<file path="src/counter_array_pkg.sv">
/*
  Shared constants, types and register map of the counter array watchdog block.
  Assumes a 32-bit AHB-Lite bus where each register takes one aligned word.
*/
package counter_array_pkg;

  localparam int ADDR_W = 8;
  localparam int NUM_CH = 5;
  localparam int NUM_PWM_CH = 4;

  // Register byte offsets within the block window
  localparam logic [ADDR_W-1:0] OFF_CH_BASE = 8'hc0;
  localparam logic [ADDR_W-1:0] OFF_CH_LAST = 8'hcc;
  localparam logic [ADDR_W-1:0] OFF_CTRL = 8'hd8;
  localparam logic [ADDR_W-1:0] OFF_MODE = 8'hdc;
  localparam logic [ADDR_W-1:0] OFF_CNT_LO = 8'he0;
  localparam logic [ADDR_W-1:0] OFF_CNT_HI = 8'he4;
  localparam logic [ADDR_W-1:0] OFF_CH4_LO = 8'he8;
  localparam logic [ADDR_W-1:0] OFF_CH4_HI = 8'hec;
  localparam logic [ADDR_W-1:0] OFF_CH4_MODE = 8'hf0;

  // Control and flag register fields
  localparam int CTRL_OVF_BIT = 7;
  localparam int CTRL_RUN_BIT = 6;
  localparam int CTRL_CH4_FLAG_BIT = 4;
  localparam logic [7:0] CTRL_RESET = 8'h00;

  // Channel word fields
  localparam int CHW_EN_BIT = 16;
  localparam int CHW_IE_BIT = 17;
  localparam int CH4M_EN_BIT = 0;
  localparam int CH4M_IE_BIT = 1;

  typedef enum logic [2:0] {
    SEL_DIV12 = 3'b000,
    SEL_DIV4 = 3'b001,
    SEL_TIMER0 = 3'b010,
    SEL_EXT_EDGE = 3'b011,
    SEL_SYSTEM_CLOCK = 3'b100,
    SEL_EXT_DIV8 = 3'b101
  } clk_sel_e;

  typedef struct packed {
    logic idle_suspend;
    logic watchdog_enable;
    logic watchdog_lock;
    logic unused;
    clk_sel_e counter_clock_select;
    logic ovf_irq_en;
  } mode_s;

  localparam logic [7:0] MODE_RESET = 8'h40;

  typedef struct packed {
    logic valid;
    logic write;
    logic [ADDR_W-1:0] addr;
  } bus_req_s;

  localparam logic [15:0] CNT_RESET = 16'h0000;
  localparam logic [15:0] CNT_MAX = 16'hffff;
  localparam logic [7:0] BYTE_MAX = 8'hff;
  localparam logic [7:0] OFFSET_RESET = 8'h00;

  // Timebase dividers
  localparam logic [3:0] PRESC_LAST = 4'hb;
  localparam logic [1:0] DIV4_PHASE = 2'b11;
  localparam logic [2:0] EXT_DIV_LAST = 3'h7;

endpackage

</file>
<file path="src/counter_array_watchdog.sv">
/*
  Programmable counter array core with channel 4 usable as the watchdog,
  four 16-bit PWM channels, and an AHB-Lite register slave.
  Assumes all inputs synchronous to hclk; wd_reset_req feeds the system reset
  logic, which in turn asserts hresetn.
*/
// Our own choice: register access over AHB-Lite.
`timescale 1ns/1ps

// What this block does
// - 16-bit PWM: compare zero is always high, 0xFFFF shortest; disabled gives zero.
// - Watchdog enable makes channel 4 the watchdog: high byte compare, low byte offset.
// - Watchdog is enabled coming out of every reset.
// - Watchdog forces the counter running; run bit writes do not stop it.
// - Run bit reads back what software wrote, zero if never set.
// - Counter byte writes are ignored while the watchdog is enabled.
// - Clock select and idle suspend are frozen while the watchdog is enabled.
// - Channel 4 forced to software timer; its mode writes blocked under watchdog.
// - Channel 4 high byte write services: loads counter high plus offset.
// - Watchdog reset when counter low overflows with channel 4 high equal.
// - Timeout equals 256 times offset plus 256 minus counter low.
// - Writing one to channel 4 flag under watchdog forces a reset.
// - Setting enable or lock turns the watchdog on.
// - Lock holds the watchdog on until reset; else clearing enable disables.
// - Reset defaults: divide by 12, counter and offset zero, 3072 clocks.
// - Idle suspend pauses counting while the CPU idles; set before enabling.
// - Overflow flag set on 0xFFFF to 0x0000 wrap, interrupts when enabled, software clears.
// - Run bit 6 stops counter at 0, runs at 1, watchdog overrides.
// - Five compare flags set on match, interrupt when enabled, software clears.
// - Control bit 5 reads zero and ignores writes.
// - Clock select 000 is divide by 12, 001 divide by 4, 010 to 101 other sources, 110 and 111 none.
// - Under watchdog enable, other mode register bits are write protected.
// - Enable bit resets to one, lock bit to zero.
module counter_array_watchdog (
  input wire logic hclk,
  input wire logic hresetn,
  input wire logic hsel,
  input wire logic [31:0] haddr,
  input wire logic [1:0] htrans,
  input wire logic hwrite,
  input wire logic [2:0] hsize,
  input wire logic [31:0] hwdata,
  input wire logic hready,
  output logic hreadyout,
  output logic hresp,
  output logic [31:0] hrdata,
  input wire logic cpu_idle,
  input wire logic timer0_ovf,
  input wire logic ext_edge_in,
  input wire logic ext_clk_in,
  output logic [counter_array_pkg::NUM_CH-1:0] pwm_out,
  output logic counter_irq,
  output logic wd_reset_req
);
  import counter_array_pkg::*;

  function automatic logic pwm_level(input logic [15:0] cnt, input logic [15:0] val,
                                     input logic en);
    pwm_level = en && (cnt >= val);
  endfunction

  function automatic logic is_match(input logic [15:0] cnt, input logic [15:0] val,
                                    input logic en);
    is_match = en && (cnt == val);
  endfunction

  mode_s mode_q;
  mode_s mode_d;
  logic run_q;
  logic ovf_flag_q;
  logic [NUM_CH-1:0] flags_q;
  logic [NUM_CH-1:0] flags_d;
  logic [15:0] cnt_q;
  logic [15:0] cnt_d;
  logic [15:0] ch_val_q [NUM_PWM_CH];
  logic [NUM_CH-1:0] ch_en_q;
  logic [NUM_CH-1:0] ch_en_d;
  logic [NUM_CH-1:0] ch_ie_q;
  logic [NUM_CH-1:0] ch_ie_d;
  logic [7:0] ch4_lo_q;
  logic [7:0] ch4_hi_q;
  logic [7:0] ch4_hi_d;
  logic [NUM_CH-1:0] pwm_q;
  logic [NUM_CH-1:0] pwm_d;
  logic wd_reset_q;
  logic [31:0] hrdata_q;
  bus_req_s req_q;
  logic rd_wait_q;
  logic [3:0] presc_q;
  logic edge_in_q;
  logic ext_clk_q;
  logic [2:0] ext_div_q;

  // Bus decode
  wire addr_take = hsel && hready && htrans[1];
  wire wr = req_q.valid && req_q.write && hready;
  wire [7:0] wbyte = hwdata[7:0];
  wire wr_ctrl = wr && (req_q.addr == OFF_CTRL);
  wire wr_mode = wr && (req_q.addr == OFF_MODE);
  wire wr_cnt_lo = wr && (req_q.addr == OFF_CNT_LO);
  wire wr_cnt_hi = wr && (req_q.addr == OFF_CNT_HI);
  wire wr_ch4_lo = wr && (req_q.addr == OFF_CH4_LO);
  wire wr_ch4_hi = wr && (req_q.addr == OFF_CH4_HI);
  wire wr_ch4_mode = wr && (req_q.addr == OFF_CH4_MODE);
  wire ch_hit = (req_q.addr >= OFF_CH_BASE) && (req_q.addr <= OFF_CH_LAST)
                && (req_q.addr[1:0] == 2'b00);
  wire [1:0] ch_idx = req_q.addr[3:2];
  wire wr_ch = wr && ch_hit;
  mode_s mode_w;
  assign mode_w = mode_s'(wbyte);

  // Watchdog state
  wire wd_on = mode_q.watchdog_enable || mode_q.watchdog_lock;
  wire counting = wd_on || run_q;

  // Timebase
  wire div12_tick = (presc_q == PRESC_LAST);
  wire div4_tick = (presc_q[1:0] == DIV4_PHASE);
  wire ext_edge_tick = edge_in_q && !ext_edge_in;
  wire ext_div_tick = ext_clk_in && !ext_clk_q && (ext_div_q == EXT_DIV_LAST);
  logic src_tick;
  always_comb
  begin
    case (mode_q.counter_clock_select)
      SEL_DIV12: src_tick = div12_tick;
      SEL_DIV4: src_tick = div4_tick;
      SEL_TIMER0: src_tick = timer0_ovf;
      SEL_EXT_EDGE: src_tick = ext_edge_tick;
      SEL_SYSTEM_CLOCK: src_tick = 1'b1;
      SEL_EXT_DIV8: src_tick = ext_div_tick;
      default: src_tick = 1'b0;
    endcase
  end

  wire suspended = mode_q.idle_suspend && cpu_idle;
  wire cnt_tick = counting && src_tick && !suspended;
  wire cnt_wrap = cnt_tick && (cnt_q == CNT_MAX);
  wire lo_wrap = cnt_tick && (cnt_q[7:0] == BYTE_MAX);
  wire [15:0] ch4_val = {ch4_hi_q, ch4_lo_q};
  wire ch4_active = ch_en_q[NUM_CH-1] || wd_on;

  // Timeout: high byte matched and low byte overflows; offset reaches it after
  // 256*offset + (256 - low) counter ticks from a service write.
  wire wd_timeout = wd_on && lo_wrap && (ch4_hi_q == cnt_q[15:8]);
  wire wd_force = wr_ctrl && wbyte[CTRL_CH4_FLAG_BIT] && wd_on;
  wire wd_fire = wd_timeout || wd_force;

  // Match events and PWM levels
  logic [NUM_CH-1:0] match;
  always_comb
  begin
    for (int i = 0; i < NUM_PWM_CH; i++)
    begin
      match[i] = cnt_tick && is_match(cnt_q, ch_val_q[i], ch_en_q[i]);
      pwm_d[i] = pwm_level(cnt_q, ch_val_q[i], ch_en_q[i]);
    end
    match[NUM_CH-1] = cnt_tick && is_match(cnt_q, ch4_val, ch4_active);
    // Software timer mode has no pin output, so the watchdog holds it low
    pwm_d[NUM_CH-1] = !wd_on && pwm_level(cnt_q, ch4_val, ch_en_q[NUM_CH-1]);
  end

  // Mode register next value
  always_comb
  begin
    mode_d = mode_q;
    if (wr_mode)
    begin
      mode_d.watchdog_enable = mode_w.watchdog_enable;
      if (!wd_on)
      begin
        mode_d = mode_w;
        mode_d.unused = 1'b0;
      end
      mode_d.watchdog_lock = mode_q.watchdog_lock || (!wd_on && mode_w.watchdog_lock);
    end
  end

  // Flags: hardware set wins over a software write of zero
  always_comb
  begin
    flags_d = flags_q;
    if (wr_ctrl)
      flags_d = wbyte[NUM_CH-1:0];
    flags_d = flags_d | match;
  end

  // Counter next value
  always_comb
  begin
    cnt_d = cnt_tick ? cnt_q + 16'h0001 : cnt_q;
    if (wr_cnt_lo && !wd_on)
      cnt_d[7:0] = wbyte;
    if (wr_cnt_hi && !wd_on)
      cnt_d[15:8] = wbyte;
  end

  // Channel 4 high byte and enables
  always_comb
  begin
    ch4_hi_d = ch4_hi_q;
    ch_en_d = ch_en_q;
    ch_ie_d = ch_ie_q;
    if (wr_ch4_hi)
    begin
      if (wd_on)
        ch4_hi_d = 8'(cnt_q[15:8] + ch4_lo_q);
      else
      begin
        ch4_hi_d = wbyte;
        ch_en_d[NUM_CH-1] = 1'b1;
      end
    end
    if (wr_ch4_lo && !wd_on)
      ch_en_d[NUM_CH-1] = 1'b0;
    if (wr_ch4_mode && !wd_on)
    begin
      ch_en_d[NUM_CH-1] = hwdata[CH4M_EN_BIT];
      ch_ie_d[NUM_CH-1] = hwdata[CH4M_IE_BIT];
    end
    if (wr_ch)
    begin
      ch_en_d[ch_idx] = hwdata[CHW_EN_BIT];
      ch_ie_d[ch_idx] = hwdata[CHW_IE_BIT];
    end
  end

  // Read mux
  logic [31:0] rd_word;
  always_comb
  begin
    rd_word = 32'h0000_0000;
    if (ch_hit)
      rd_word = {14'h0, ch_ie_q[ch_idx], ch_en_q[ch_idx], ch_val_q[ch_idx]};
    case (req_q.addr)
      OFF_CTRL: rd_word = {24'h000000, ovf_flag_q, run_q, 1'b0, flags_q};
      OFF_MODE: rd_word = {24'h000000, mode_q};
      OFF_CNT_LO: rd_word = {24'h000000, cnt_q[7:0]};
      OFF_CNT_HI: rd_word = {24'h000000, cnt_q[15:8]};
      OFF_CH4_LO: rd_word = {24'h000000, ch4_lo_q};
      OFF_CH4_HI: rd_word = {24'h000000, ch4_hi_q};
      OFF_CH4_MODE: rd_word = {30'h0, ch_ie_q[NUM_CH-1], ch_en_q[NUM_CH-1]};
      default: ;
    endcase
  end

  // Bus slave: writes complete with no wait, reads take one wait state so a
  // write just before is already visible.
  always_ff @(posedge hclk or negedge hresetn)
  begin
    if (!hresetn)
    begin
      req_q <= '0;
      rd_wait_q <= 1'b0;
      hrdata_q <= 32'h0000_0000;
    end
    else
    begin
      if (hready)
        req_q <= addr_take ? bus_req_s'{1'b1, hwrite, haddr[ADDR_W-1:0]} : '0;
      rd_wait_q <= hready && addr_take && !hwrite;
      if (rd_wait_q)
        hrdata_q <= rd_word;
    end
  end

  // Control, mode and flag registers
  always_ff @(posedge hclk or negedge hresetn)
  begin
    if (!hresetn)
    begin
      mode_q <= mode_s'(MODE_RESET);
      run_q <= CTRL_RESET[CTRL_RUN_BIT];
      ovf_flag_q <= CTRL_RESET[CTRL_OVF_BIT];
      flags_q <= '0;
    end
    else
    begin
      mode_q <= mode_d;
      if (wr_ctrl)
        run_q <= wbyte[CTRL_RUN_BIT];
      ovf_flag_q <= cnt_wrap || (wr_ctrl ? wbyte[CTRL_OVF_BIT] : ovf_flag_q);
      flags_q <= flags_d;
    end
  end

  // Counter and channels
  always_ff @(posedge hclk or negedge hresetn)
  begin
    if (!hresetn)
    begin
      cnt_q <= CNT_RESET;
      ch4_lo_q <= OFFSET_RESET;
      ch4_hi_q <= OFFSET_RESET;
      ch_en_q <= '0;
      ch_ie_q <= '0;
      pwm_q <= '0;
      for (int i = 0; i < NUM_PWM_CH; i++)
        ch_val_q[i] <= CNT_RESET;
    end
    else
    begin
      cnt_q <= cnt_d;
      if (wr_ch4_lo)
        ch4_lo_q <= wbyte;
      ch4_hi_q <= ch4_hi_d;
      ch_en_q <= ch_en_d;
      ch_ie_q <= ch_ie_d;
      pwm_q <= pwm_d;
      if (wr_ch)
        ch_val_q[ch_idx] <= hwdata[15:0];
    end
  end

  // Timebase dividers; free running so the first tick comes at a fixed phase
  always_ff @(posedge hclk or negedge hresetn)
  begin
    if (!hresetn)
    begin
      presc_q <= '0;
      edge_in_q <= 1'b0;
      // High after reset: a pin resting high gives no false rising edge
      ext_clk_q <= 1'b1;
      ext_div_q <= '0;
    end
    else
    begin
      presc_q <= div12_tick ? 4'h0 : presc_q + 4'h1;
      edge_in_q <= ext_edge_in;
      ext_clk_q <= ext_clk_in;
      if (ext_clk_in && !ext_clk_q)
        ext_div_q <= ext_div_q + 3'h1;
    end
  end

  // Reset request pulse
  always_ff @(posedge hclk or negedge hresetn)
  begin
    if (!hresetn)
      wd_reset_q <= 1'b0;
    else
      wd_reset_q <= wd_fire;
  end

  assign hreadyout = !rd_wait_q;
  assign hresp = 1'b0;
  assign hrdata = hrdata_q;
  assign pwm_out = pwm_q;
  assign wd_reset_req = wd_reset_q;
  assign counter_irq = (ovf_flag_q && mode_q.ovf_irq_en) || |(flags_q & ch_ie_q);

endmodule

</file>
<file path="config.mk">
export PLATFORM = sky130hd
export DESIGN_NAME = counter_array_watchdog
export DESIGN_NICKNAME = d
export VERILOG_FILES = /design/src/counter_array_pkg.sv /design/src/counter_array_watchdog.sv
export SDC_FILE = /design/constraint.sdc
export NUM_CORES = 1
export LEC_CHECK = 0
export BUFFER_PORTS_ARGS = -buffer_cell sky130_fd_sc_hd__buf_4
export CAP_MARGIN = 0
export CORE_ASPECT_RATIO = 0.6
export CORE_MARGIN = 2
export CORE_UTILIZATION = 55
export DETAILED_ROUTE_END_ITERATION = 16
export PLACE_DENSITY = 0.76
export SYNTH_ARGS = -nofsm -noshare
export SYNTH_HDL_FRONTEND = slang
export SYNTH_SLANG_ARGS = --single-unit
</file>
<file path="constraint.sdc">
create_clock -name hclk -period 2.4 [get_ports hclk]
set_input_delay 0.36 -clock hclk [delete_from_list [all_inputs] [get_ports hclk]]
set_output_delay 0.36 -clock hclk [all_outputs]
set_load 0.05 [all_outputs]
</file>
Yosys cells after proc, flatten, opt, wreduce, memory -nomap -nowiden. Cells that the tools add are included.

Register bits: 178. Bits in latches: 0. Logic and storage cells: 176. RAM bits: 0. Memories kept: 0. ROM bits: 0. Output and inout port bits: 41.

Multipliers: 0. Shift-type cells: 0. Div/mod/pow operators: 0. Equality and inequality tests: 23. Multiplexer cells: 32. Bitwise logic cells: 4. Reduce and logical (&&, ||, !) cells: 71. Add/subtract/negate cells: 4. Order comparisons: 11.

Operators with widths (count): case mux 32 bit (7 select lines) (1); == test 16 bit (5); greater-or-equal comparator 16 bit (5); bitwise mux 64 bit (1); == test 8 bit (second input constant) (8); 2-to-1 mux 16 bit (4); logical AND 1 bit (52); binary-select mux 16 bit (select 2 bit) (1); demux 16 bit (select 2 bit) (1); 2-to-1 mux 8 bit (3); 2-to-1 mux 18 bit (1); adder 16 x 1 -> 16 bit (second input constant) (1); == test 16 bit (second input constant) (1); 2-to-1 mux 5 bit (3); bitwise mux 5 bit (2); 2-to-1 mux 10 bit (1); == test 3 bit (second input constant) (3); 2-to-1 mux 1 bit (9); adder 8 bit (1); == test 8 bit (1); greater-or-equal comparator 8 bit (second input constant) (1); less-or-equal comparator 8 bit (second input constant) (1); logical OR 1 bit (7); == test 3 x 2 -> 1 bit (second input constant) (2); other kinds (23) (30).

Longest topological paths before layout. Gate-level depths: netlist of run 1.

Word-level depth: 10. Depth in mapped cells: 10. Mapped depth without buffers: 9.

Least setup slack after synthesis of run 1. No wires, ideal clock.

Path type: register to register. From: register cnt_q[8]. To: register ch4_hi_q[6]. Required time: 2.271 ns. Clock period less this slack: 1.949 ns. Stages on the path, launching flop included: 10. Setup time: 0.129 ns. Path slack: 0.451 ns. Buffers on the path: 0. Arrival time: 1.820 ns. Cell sequence: dfrtp_1 -> ha_1 -> inv_1 -> fa_1 -> nor2b_1 -> o31a_1 -> o21a_1 -> or3_1 -> nand3_1 -> a31oi_1.

Longest elaborated chain between the ends: 2.

RTL lines: start: declaration (RTL line counter_array_watchdog.sv:73) `logic [15:0] cnt_q;`; start signal: assignment (RTL line counter_array_watchdog.sv:302) `cnt_q <= cnt_d;`; adder 8 bit (RTL line counter_array_watchdog.sv:206) `ch4_hi_d = 8'(cnt_q[15:8] + ch4_lo_q);`; 2-to-1 mux 8 bit (RTL line counter_array_watchdog.sv:205) `if (wd_on)`; end signal: assignment (RTL line counter_array_watchdog.sv:305) `ch4_hi_q <= ch4_hi_d;`; end: declaration (RTL line counter_array_watchdog.sv:81) `logic [7:0] ch4_hi_q;`.

No other way between the ends. A chain may end at the register's enable or synchronous reset.

Worst setup path in the final report of run 1.
From: register req_q[0] (netlist name). To: register ch_val_q[8] (netlist name).

Longest elaborated chain between the ends: 4. Elaborated cells between the ends (all ways): 6.

RTL lines: start: declaration (RTL line counter_array_watchdog.sv:87) `bus_req_s req_q;`; start signal: assignment (RTL line counter_array_watchdog.sv:259) `req_q <= addr_take ? bus_req_s'{1'b1, hwrite, haddr[ADDR_W-1:0]} : '0;`; greater-or-equal comparator 8 bit or less-or-equal comparator 8 bit (tied branches) (RTL line counter_array_watchdog.sv:105) `wire ch_hit = (req_q.addr >= OFF_CH_BASE) && (req_q.addr <= OFF_CH_LAST)`; logical AND 1 bit (RTL line counter_array_watchdog.sv:105); logical AND 1 bit * (RTL line counter_array_watchdog.sv:106) `&& (req_q.addr[1:0] == 2'b00);`; logical AND 1 bit * (RTL line counter_array_watchdog.sv:108) `wire wr_ch = wr && ch_hit;`; end signal: indexed assignment (RTL line counter_array_watchdog.sv:310) `ch_val_q[ch_idx] <= hwdata[15:0];`; end: declaration (RTL line counter_array_watchdog.sv:75) `logic [15:0] ch_val_q [NUM_PWM_CH];`.

Every way passes the cells marked *; elsewhere a longest branch is shown, timed or not.

==> results.sh, run 1 <==
export IMPL_min_path_type="in -> reg"
export IMPL_synth_edf_count=0
export IMPL_globalplace_congestion=0.985
export IMPL_cts_setup_buffers=0
export IMPL_r2r_start="req_q[0]"
export IMPL_multi_input_area_mm2=0.00538
export IMPL_skew_ps=11.8
export IMPL_wire_per_inst_um=22.5
export IMPL_crit_slowest_cell="and4bb_1"
export IMPL_hold_slack_ps=34.0
export IMPL_tns_ps=0
export IMPL_tightest_slew_ps=721
export IMPL_avgViaCountPerCell=6.17
export IMPL_hold_violations=0
export IMPL_syn_inst=994
export IMPL_n_fill_cell=1437
export IMPL_power_density_mw_per_mm2=545
export IMPL_rows=38
export IMPL_rsz0062_at_grt="no"
export IMPL_port_buffers=61
export IMPL_grt_usage_pct=31.7
export IMPL_cts_sinks=164
export IMPL_ys_types=69
export IMPL_grt_pass1_vias=8051
export IMPL_synth_area_mm2=0.0102
export IMPL_start_util_pct=56.3
export IMPL_synth_top_area_share_pct=39.9
export IMPL_setup_viol=0
export IMPL_cts_made_buffers=17
export IMPL_maxCapViolCount=0
export IMPL_grt_first_pass_wirelength_um=46500
export IMPL_die_area_mm2=0.0196
export IMPL_synth_seq_cells=164
export IMPL_postSynth_asyncResetShare_pct=100
export IMPL_path_cells="and4bb_1, and3_4, nand2_2, mux2_2"
export IMPL_seq_area_mm2=0.00411
export IMPL_clock_latency_ps=440
export IMPL_ys_seq_area_share_pct=40.4
export IMPL_placed_cells=1295
export IMPL_arrival_ps=2660
export IMPL_fin_cells=1328
export IMPL_report_final_slew_viol_count=0
export IMPL_status="finished, final reports clean"
export IMPL_crit_start="req_q[0]"
export IMPL_die_h_um=109
export IMPL_root_buffer="clkbuf_16"
export IMPL_cts_path_max_buffers=2
export IMPL_yosys_warnings=0
export IMPL_antenna_left=0
export IMPL_antenna_found_initial=0
export IMPL_vias=8195
export IMPL_fin_crit_sh_pct=97.6
export IMPL_nNetsFinal=1245
export IMPL_dr_pass1_iters=7
export IMPL_critPathKind="reg -> reg"
export IMPL_avgSynthCellArea_um2=10.2
export IMPL_area_delta_synth_final_pct=14.2
export IMPL_synth_area_leaders="dfrtp_1 (40%), ha_1 (11%), mux2_2 (9.4%)"
export IMPL_cpPeakStageDelay_ps=530
export IMPL_p_leak_nw=5.47
export IMPL_cp_required_ps=2720
export IMPL_drt_iter0_drc=972
export IMPL_max_slew_margin_pct=51.3
export IMPL_drc_errors=0
export IMPL_max_freq_mhz=427
export IMPL_period_minus_slack_ps=2340
export IMPL_synthFlopType="dfrtp_1"
export IMPL_min_delay_start="ext_edge_in"
export IMPL_cts_tree="yes"
export IMPL_path_clk_slew_ps=60
export IMPL_core_mm2=0.0181
export IMPL_start_kind="flip-flop"
export IMPL_cp_end_kind="flip-flop"
export IMPL_grt_max_degree=58
export IMPL_diodes=0
export IMPL_layout_drive_gt1_share_pct=23.6
export IMPL_grt_overflow_total=0
export IMPL_cts_htree_levels=4
export IMPL_place_hpwl_um=21900
export IMPL_vdd_drop_max_mv=0.453
export IMPL_die_w_um=180
export IMPL_pin_count=119
export IMPL_routed_wl_um=29800
export IMPL_synth_top_cell_by_area="dfrtp_1"
export IMPL_worstPathMaxFanout=21
-- worst paths after layout --
check,endpoint,slack [ps],cells after the start
worst min-delay path,edge_in_q,30,1
max in group asynchronous,ch_val_q[36],1190,3
worst min register to register,presc_q[0],450,1
worst max register to register,ch_val_q[8],60,4
worst max-delay path,ch_val_q[8],60,4
min in group asynchronous,ext_div_q[1],460,2
-- flip-flops by register name (all words and copies together), names as in the netlist --
name,count
pwm_out,5
cnt_q,16
ch_ie_q,5
rd_wait_q,1
ext_div_q,3
ovf_flag_q,1
edge_in_q,1
ch_val_q,64
presc_q,4
flags_q,5
run_q,1
hrdata,18
ch_en_q,5
mode_q,7
wd_reset_req,1
ext_clk_q,1
ch4_hi_q,8
ch_idx,2
req_q,8
ch4_lo_q,8
-- metal layers --
| metal | GRT usage, % | routed length (um) |
|---|---|---|
| met5 | 0 | 0 |
| met4 | 8.59 | 507 |
| met2 | 42.1 | 11600 |
| met1 | 46.1 | 12900 |
| met3 | 14.6 | 4780 |
-- kinds of logic after synthesis --
family / synth area share (%)
XOR/XNOR: 1.72
multiplexers: 15.0
buffers and inverters: 7.38
flip-flops: 40.4
AO/OA/AOI/OAI: 11.9
other: 0.0369
AND/OR/NAND/NOR: 12.2
adder cells (fa/ha/maj): 11.4
-- worst max-delay path, delay by kind of cell, from the launching register on --
kind	cells	cell delay [ps]
DFF	1	370
and+or+nand+nor	3	1410
muxes	1	430
-- area by class of cell --
class	count	area share, %
Inverter	106	3.43
Timing Repair Buffer	106	7.13
Multi-Input combinational cell	680	46.4
Clock inverter	10	1.28
Sequential cell	164	35.4
Tap cell	240	2.59
Clock buffer	22	3.83
-- stage by stage --
step                total power, W  area, um^2  setup slack [ps]  utilization [%]
floorplan                  0.00329       10200               451                -
global placement           0.00352       11000               153             60.8
detailed placement         0.00353       11000               113             60.8
CTS                        0.00633       11600              43.8             64.1
global route               0.00654       11600              5.81             64.2
finish                     0.00633       11600              58.0             64.2
-- cells in the mapped netlist (3+ instances only) --
cell	n
nor2b_1	12
a211oi_1	6
nand4_1	21
buf_4	17
nor3_1	14
nand2b_1	6
and2_1	3
a221oi_1	7
mux4_2	18
a31oi_1	8
mux2i_1	16
o31ai_1	4
clkbuf_1	17
and3_1	7
o22ai_1	5
xnor2_1	18
a21o_1	20
a21oi_1	41
o211ai_1	5
o311ai_0	3
o21a_1	8
buf_2	14
mux2_2	85
nor2_1	44
a22oi_1	8
nand2_1	68
buf_6	7
o21ai_0	58
ha_1	91
o21ai_1	5
or4_1	4
nand3_1	35
dfrtp_1	162
inv_1	106
nor4_1	7
-- layout by cell type (no fill, tap or decap), drive strengths merged, types with 22 or more instances in the layout --
cell type / instances
dfrtp: 162
inv: 109
buf: 105
ha: 91
mux2: 85
nand2: 70
o21ai: 63
nor2: 46
a21oi: 41
nand3: 38
clkbuf: 22
-- report_power, final --
part	leakage, nW	switching [W]	internal, W
clock	0.285	0.00118	0.00165
sequential	2.19	0.0000594	0.00283
combinational	3.00	0.000402	0.000201
total	5.47	0.00165	0.00469
-- timing repair --
item	in CTS	in global routing
resized for setup	0	4
endpoints found under the hold margin	50	0
hold buffers	1	0
setup endpoints to repair	0	7
Note: power is estimated with default switching activity, not from simulation.
==> inputs of run 2 (changes only) <==
Settings changed: PLACE_DENSITY 0.76 to 0.84.
==> results.sh, run 2 (synthesized netlist as in run 1, its figures left out) <==
export IMPL_final_util_pct=63.9
export IMPL_fin_crit_sh_pct=97.7
export IMPL_cts_htree_levels=4
export IMPL_comb_power_share_pct=9.3
export IMPL_seqPwrFrac_pct=45.2
export IMPL_skew_ps=12.8
export IMPL_start_util_pct=56.3
export IMPL_min_path_type="in -> reg"
export IMPL_cts_path_max_buffers=2
export IMPL_grt_pass1_vias=8093
export IMPL_start_kind="flip-flop"
export IMPL_max_freq_mhz=427
export IMPL_status="finished, final reports clean"
export IMPL_pin_count=119
export IMPL_r2r_start="mode_q[6]"
export IMPL_p_int_w=0.00472
export IMPL_area_delta_synth_final_pct=13.6
export IMPL_largest_reg_flops=64
export IMPL_cp_end_kind="flip-flop"
export IMPL_min_delay_start="ext_clk_in"
export IMPL_rrSetupSlack_ps=60
export IMPL_multi_input_area_mm2=0.00536
export IMPL_wire_per_inst_um=22.8
export IMPL_mostFrequentLayoutCell="dfrtp_1"
export IMPL_root_buffer="clkbuf_16"
export IMPL_switching_share_pct=26.3
export IMPL_power_density_mw_per_mm2=554
export IMPL_routed_wl_um=30100
export IMPL_antenna_left=0
export IMPL_arrival_ps=2630
export IMPL_die_w_um=180
export IMPL_clock_latency_ps=440
export IMPL_maxCapViolCount=0
export IMPL_period_minus_slack_ps=2340
export IMPL_die_h_um=109
export IMPL_fin_cells=1319
export IMPL_grt_first_pass_wirelength_um=46700
export IMPL_grt_max_degree=65
export IMPL_grt_usage_pct=31.9
export IMPL_layout_drive_gt1_share_pct=23.2
export IMPL_r2r_end="cnt_q[8]"
export IMPL_n_fill_cell=1400
export IMPL_cp_required_ps=2690
export IMPL_avgViaCountPerCell=6.27
export IMPL_core_mm2=0.0181
export IMPL_rows=38
export IMPL_p_clk_share_pct=45.5
export IMPL_p_switching_w=0.00168
export IMPL_tightest_slew_ps=636
export IMPL_grt_overflow_total=0
export IMPL_path_clk_slew_ps=70
export IMPL_largest_register="ch_val_q"
export IMPL_globalplace_congestion=1.00
export IMPL_nNetsFinal=1236
export IMPL_diodes=0
export IMPL_die_area_mm2=0.0196
export IMPL_dr_pass1_iters=6
export IMPL_dpl_instance_area_mm2=0.0109
export IMPL_max_slew_margin_pct=57.6
export IMPL_vdd_drop_max_mv=0.462
export IMPL_port_buffers=61
export IMPL_tns_ps=0
export IMPL_critPathKind="reg -> reg"
export IMPL_cts_made_buffers=17
export IMPL_report_final_slew_viol_count=0
export IMPL_placed_cells=1286
export IMPL_worstPathMaxFanout=8
export IMPL_drc_errors=0
export IMPL_cts_sinks=164
export IMPL_vias=8264
export IMPL_seq_area_mm2=0.00411
export IMPL_p_leak_nw=5.43
export IMPL_setup_viol=0
export IMPL_cts_tree="yes"
export IMPL_drt_iter0_drc=1180
export IMPL_antenna_found_initial=0
export IMPL_hold_end="ext_clk_q"
export IMPL_rsz0062_at_grt="no"
export IMPL_place_hpwl_um=21900
export IMPL_final_area_mm2=0.0115
export IMPL_reg2reg_depth=6
export IMPL_hold_violations=0
export IMPL_whs_path_depth=1
export IMPL_final_cell_mix="dfrtp_1 (159), inv_1 (106), buf_4 (93)"
[run 2: worst max-delay path, cell delays in order, from the launching register on]
cell and delay, ps:
dfstp_2 570, or2_1 310, a2bb2oi_2 290, nand2_1 310
nor4_2 460, xnor2_1 170, a21oi_1 80
[run 2: cell type report]
type / count / share of cell area [%]
multi-input cells: 680 / 46.5
flip-flops and latches: 164 / 35.6
repair buffers: 97 / 6.58
clock buffers: 20 / 3.87
inverters: 106 / 3.45
well taps: 240 / 2.60
clock inverters: 12 / 1.45
[run 2: how the worst max path moves through the flow]
stage / from / to / slack, ps
3_5_place_dp: ext_div_q[0] / cnt_q[8] / 130
4_1_cts: ext_div_q[0] / cnt_q[1] / 100
6_report: mode_q[6] / cnt_q[8] / 60
2_1_floorplan: cnt_q[8] / ch4_hi_q[6] / 450
3_3_place_gp: ext_div_q[0] / cnt_q[8] / 140
5_1_grt: cnt_q[9] / pwm_out[1] / 20
[run 2: what timing repair did]
action	CTS	global route
setup buffers	0	0
hold endpoints to repair	60	0
hold buffers	1	0
resized for setup	0	3
endpoints found under the setup margin	0	6
[run 2: per-layer routing]
layer | track usage [%] | part of all wire [%] | vias up
met1 | 46.5 | 44 | 4033
li1 | - | - | 3645
met3 | 13.5 | 15 | 59
met2 | 43.1 | 39 | 527
met4 | 8.71 | 1.8 | 0
met5 | 0 | 0 | -
[run 2: through the flow]
| step | setup slack, ps | power [W] | hold slack, ps |
|---|---|---|---|
| 4_1_cts | 96.3 | 0.00641 | 30.3 |
| 6_report | 55.8 | 0.00640 | 46.9 |
| 3_5_place_dp | 129 | 0.00353 | 383 |
| 5_1_grt | 22.3 | 0.00658 | 31.9 |
| 2_1_floorplan | 451 | 0.00329 | 64.4 |
| 3_3_place_gp | 144 | 0.00351 | 385 |
[run 2: power groups by stage]
stage | registers [W] | clock network (W) | logic [W]
global placement | 0.00294 | 0 | 0.000574
global route | 0.00290 | 0.00304 | 0.000643
floorplan | 0.00300 | 0 | 0.000285
finish | 0.00289 | 0.00291 | 0.000594
CTS | 0.00289 | 0.00293 | 0.000591
detailed placement | 0.00294 | 0 | 0.000587
==> inputs of run 3 (changes only) <==
Settings changed: BUFFER_PORTS_ARGS -buffer_cell sky130_fd_sc_hd__buf_4 to -buffer_cell sky130_fd_sc_hd__buf_2, CTS_BUF_LIST set to sky130_fd_sc_hd__clkbuf_4.
==> results.sh, run 3 (synthesized netlist as in run 1, its figures left out) <==
export IMPL_status="finished, final reports clean"
export IMPL_pin_count=119
export IMPL_drc_errors=0
export IMPL_diodes=0
export IMPL_skew_ps=22.6
export IMPL_cts_sinks=164
export IMPL_setup_viol=0
export IMPL_avgViaCountPerCell=6.26
export IMPL_dr_pass1_iters=7
export IMPL_power_w=0.00522
export IMPL_root_buffer="clkbuf_4"
export IMPL_critPathKind="reg -> reg"
export IMPL_rows=38
export IMPL_vdd_drop_max_mv=0.232
export IMPL_cts_made_buffers=17
export IMPL_cts_htree_levels=4
export IMPL_max_slew_margin_pct=54.3
export IMPL_max_freq_mhz=431
export IMPL_grt_usage_pct=31.9
export IMPL_grt_overflow_total=0
export IMPL_min_path_type="in -> reg"
export IMPL_nNetsFinal=1263
export IMPL_reg2reg_depth=4
export IMPL_hold_end="ch_val_q[11]"
export IMPL_whs_path_depth=2
export IMPL_r2r_start="req_q[0]"
export IMPL_place_hpwl_um=22500
export IMPL_largest_reg_flops=64
export IMPL_cp_end_kind="flip-flop"
export IMPL_p_leak_nw=5.40
export IMPL_period_minus_slack_ps=2320
export IMPL_cts_path_max_buffers=2
export IMPL_tightest_slew_ps=677
export IMPL_drt_iter0_drc=990
export IMPL_cts_tree="yes"
export IMPL_r2r_end="ch_val_q[23]"
export IMPL_min_delay_start="hwdata[11]"
export IMPL_arrival_ps=2830
export IMPL_die_area_mm2=0.0196
export IMPL_final_cell_mix="dfrtp_1 (161), inv_1 (106), ha_1 (91)"
export IMPL_cp_required_ps=2910
export IMPL_vias=8431
export IMPL_dpl_instance_area_mm2=0.0108
export IMPL_fin_cells=1346
export IMPL_maxCapViolCount=0
export IMPL_clock_latency_ps=630
export IMPL_final_util_pct=62.9
export IMPL_power_density_mw_per_mm2=459
export IMPL_area_delta_synth_final_pct=11.8
export IMPL_report_final_slew_viol_count=0
export IMPL_grt_pass1_vias=8146
export IMPL_placed_cells=1293
export IMPL_start_util_pct=56.3
export IMPL_mostFrequentLayoutCell="dfrtp_1"
export IMPL_die_w_um=180
export IMPL_fin_crit_sh_pct=96.6
export IMPL_antenna_found_initial=1
export IMPL_grt_first_pass_wirelength_um=46800
export IMPL_rsz0062_at_grt="yes"
export IMPL_globalplace_congestion=1.01
export IMPL_wire_per_inst_um=22.6
export IMPL_largest_register="ch_val_q"
export IMPL_grt_max_degree=58
export IMPL_hold_slack_ps=28.0
export IMPL_layout_drive_gt1_share_pct=23.6
export IMPL_port_buffers=61
export IMPL_start_kind="flip-flop"
export IMPL_rrSetupSlack_ps=80
export IMPL_die_h_um=109
export IMPL_hold_violations=0
export IMPL_final_area_mm2=0.0114
export IMPL_path_clk_slew_ps=170
export IMPL_worstPathMaxFanout=21
export IMPL_core_mm2=0.0181
export IMPL_antenna_left=0
export IMPL_routed_wl_um=30400
run 3: cell count changes in the layout (fill, tap and decap cells not counted), moves of 3 or more:
cell           before  now
buf_2               0   60
buf_4              93   40
bufinv_16           3    0
clkbuf_16          17    0
clkbuf_4            0   17
clkinv_4            0    4
clkinv_8            0    5
dlygate4sd3_1       1   21
inv_6               5    0
inv_8               1    4
run 3: worst max-delay path by stage:
| stage | from | endpoint | depth (start not counted) |
|---|---|---|---|
| finish | req_q[0] | ch_val_q[23] | 4 |
| floorplan | cnt_q[8] | ch4_hi_q[6] | 9 |
| detailed placement | ext_div_q[0] | cnt_q[8] | 8 |
| global placement | ext_div_q[0] | cnt_q[8] | 8 |
| global route | req_q[0] | ch_val_q[27] | 4 |
| CTS | ext_div_q[0] | cnt_q[8] | 8 |
run 3: final cells by class:
cell class | instances | area [um^2]
Clock buffer | 17 | 128
Inverter | 106 | 398
Fill cell | 1428 | 6700
Tap cell | 240 | 300
Timing Repair Buffer | 124 | 862
Clock inverter | 15 | 173
Multi-Input combinational cell | 680 | 5400
Sequential cell | 164 | 4110
run 3: repair_timing:
item / CTS / global route
buffers inserted: 0 / 0
endpoints found under the hold margin: 88 / 0
setup endpoints to repair: 0 / 37
hold buffers: 21 / 0
resized for setup: 0 / 9
run 3: worst max-delay path, stage by stage (launching register included):
cell	delay, ps
dfrtp_1	410
and4bb_1	530
and3_4	480
nand3_4	350
mux2_2	400
run 3: stage by stage:
stage	TNS [ps]	setup WS, ps
floorplan	0	451
global placement	0	163
detailed placement	0	90.4
CTS	0	37.0
global route	-1.34	-1.34
finish	0	82.2
run 3: routing by layer:
| metal | global-route usage (%) | up-vias | part of all wire (%) |
|---|---|---|---|
| li1 | - | 3719 | - |
| met1 | 45.0 | 4090 | 43 |
| met2 | 42.6 | 551 | 38 |
| met3 | 15.5 | 69 | 16 |
| met4 | 10.2 | 2 | 2.2 |
| met5 | 0 | - | 0.039 |
run 3: report_power, final:
part	switching, W	total, W	internal (W)
sequential	0.0000548	0.00289	0.00283
combinational	0.000419	0.000608	0.000189
clock	0.00124	0.00172	0.000480
total	0.00172	0.00522	0.00350
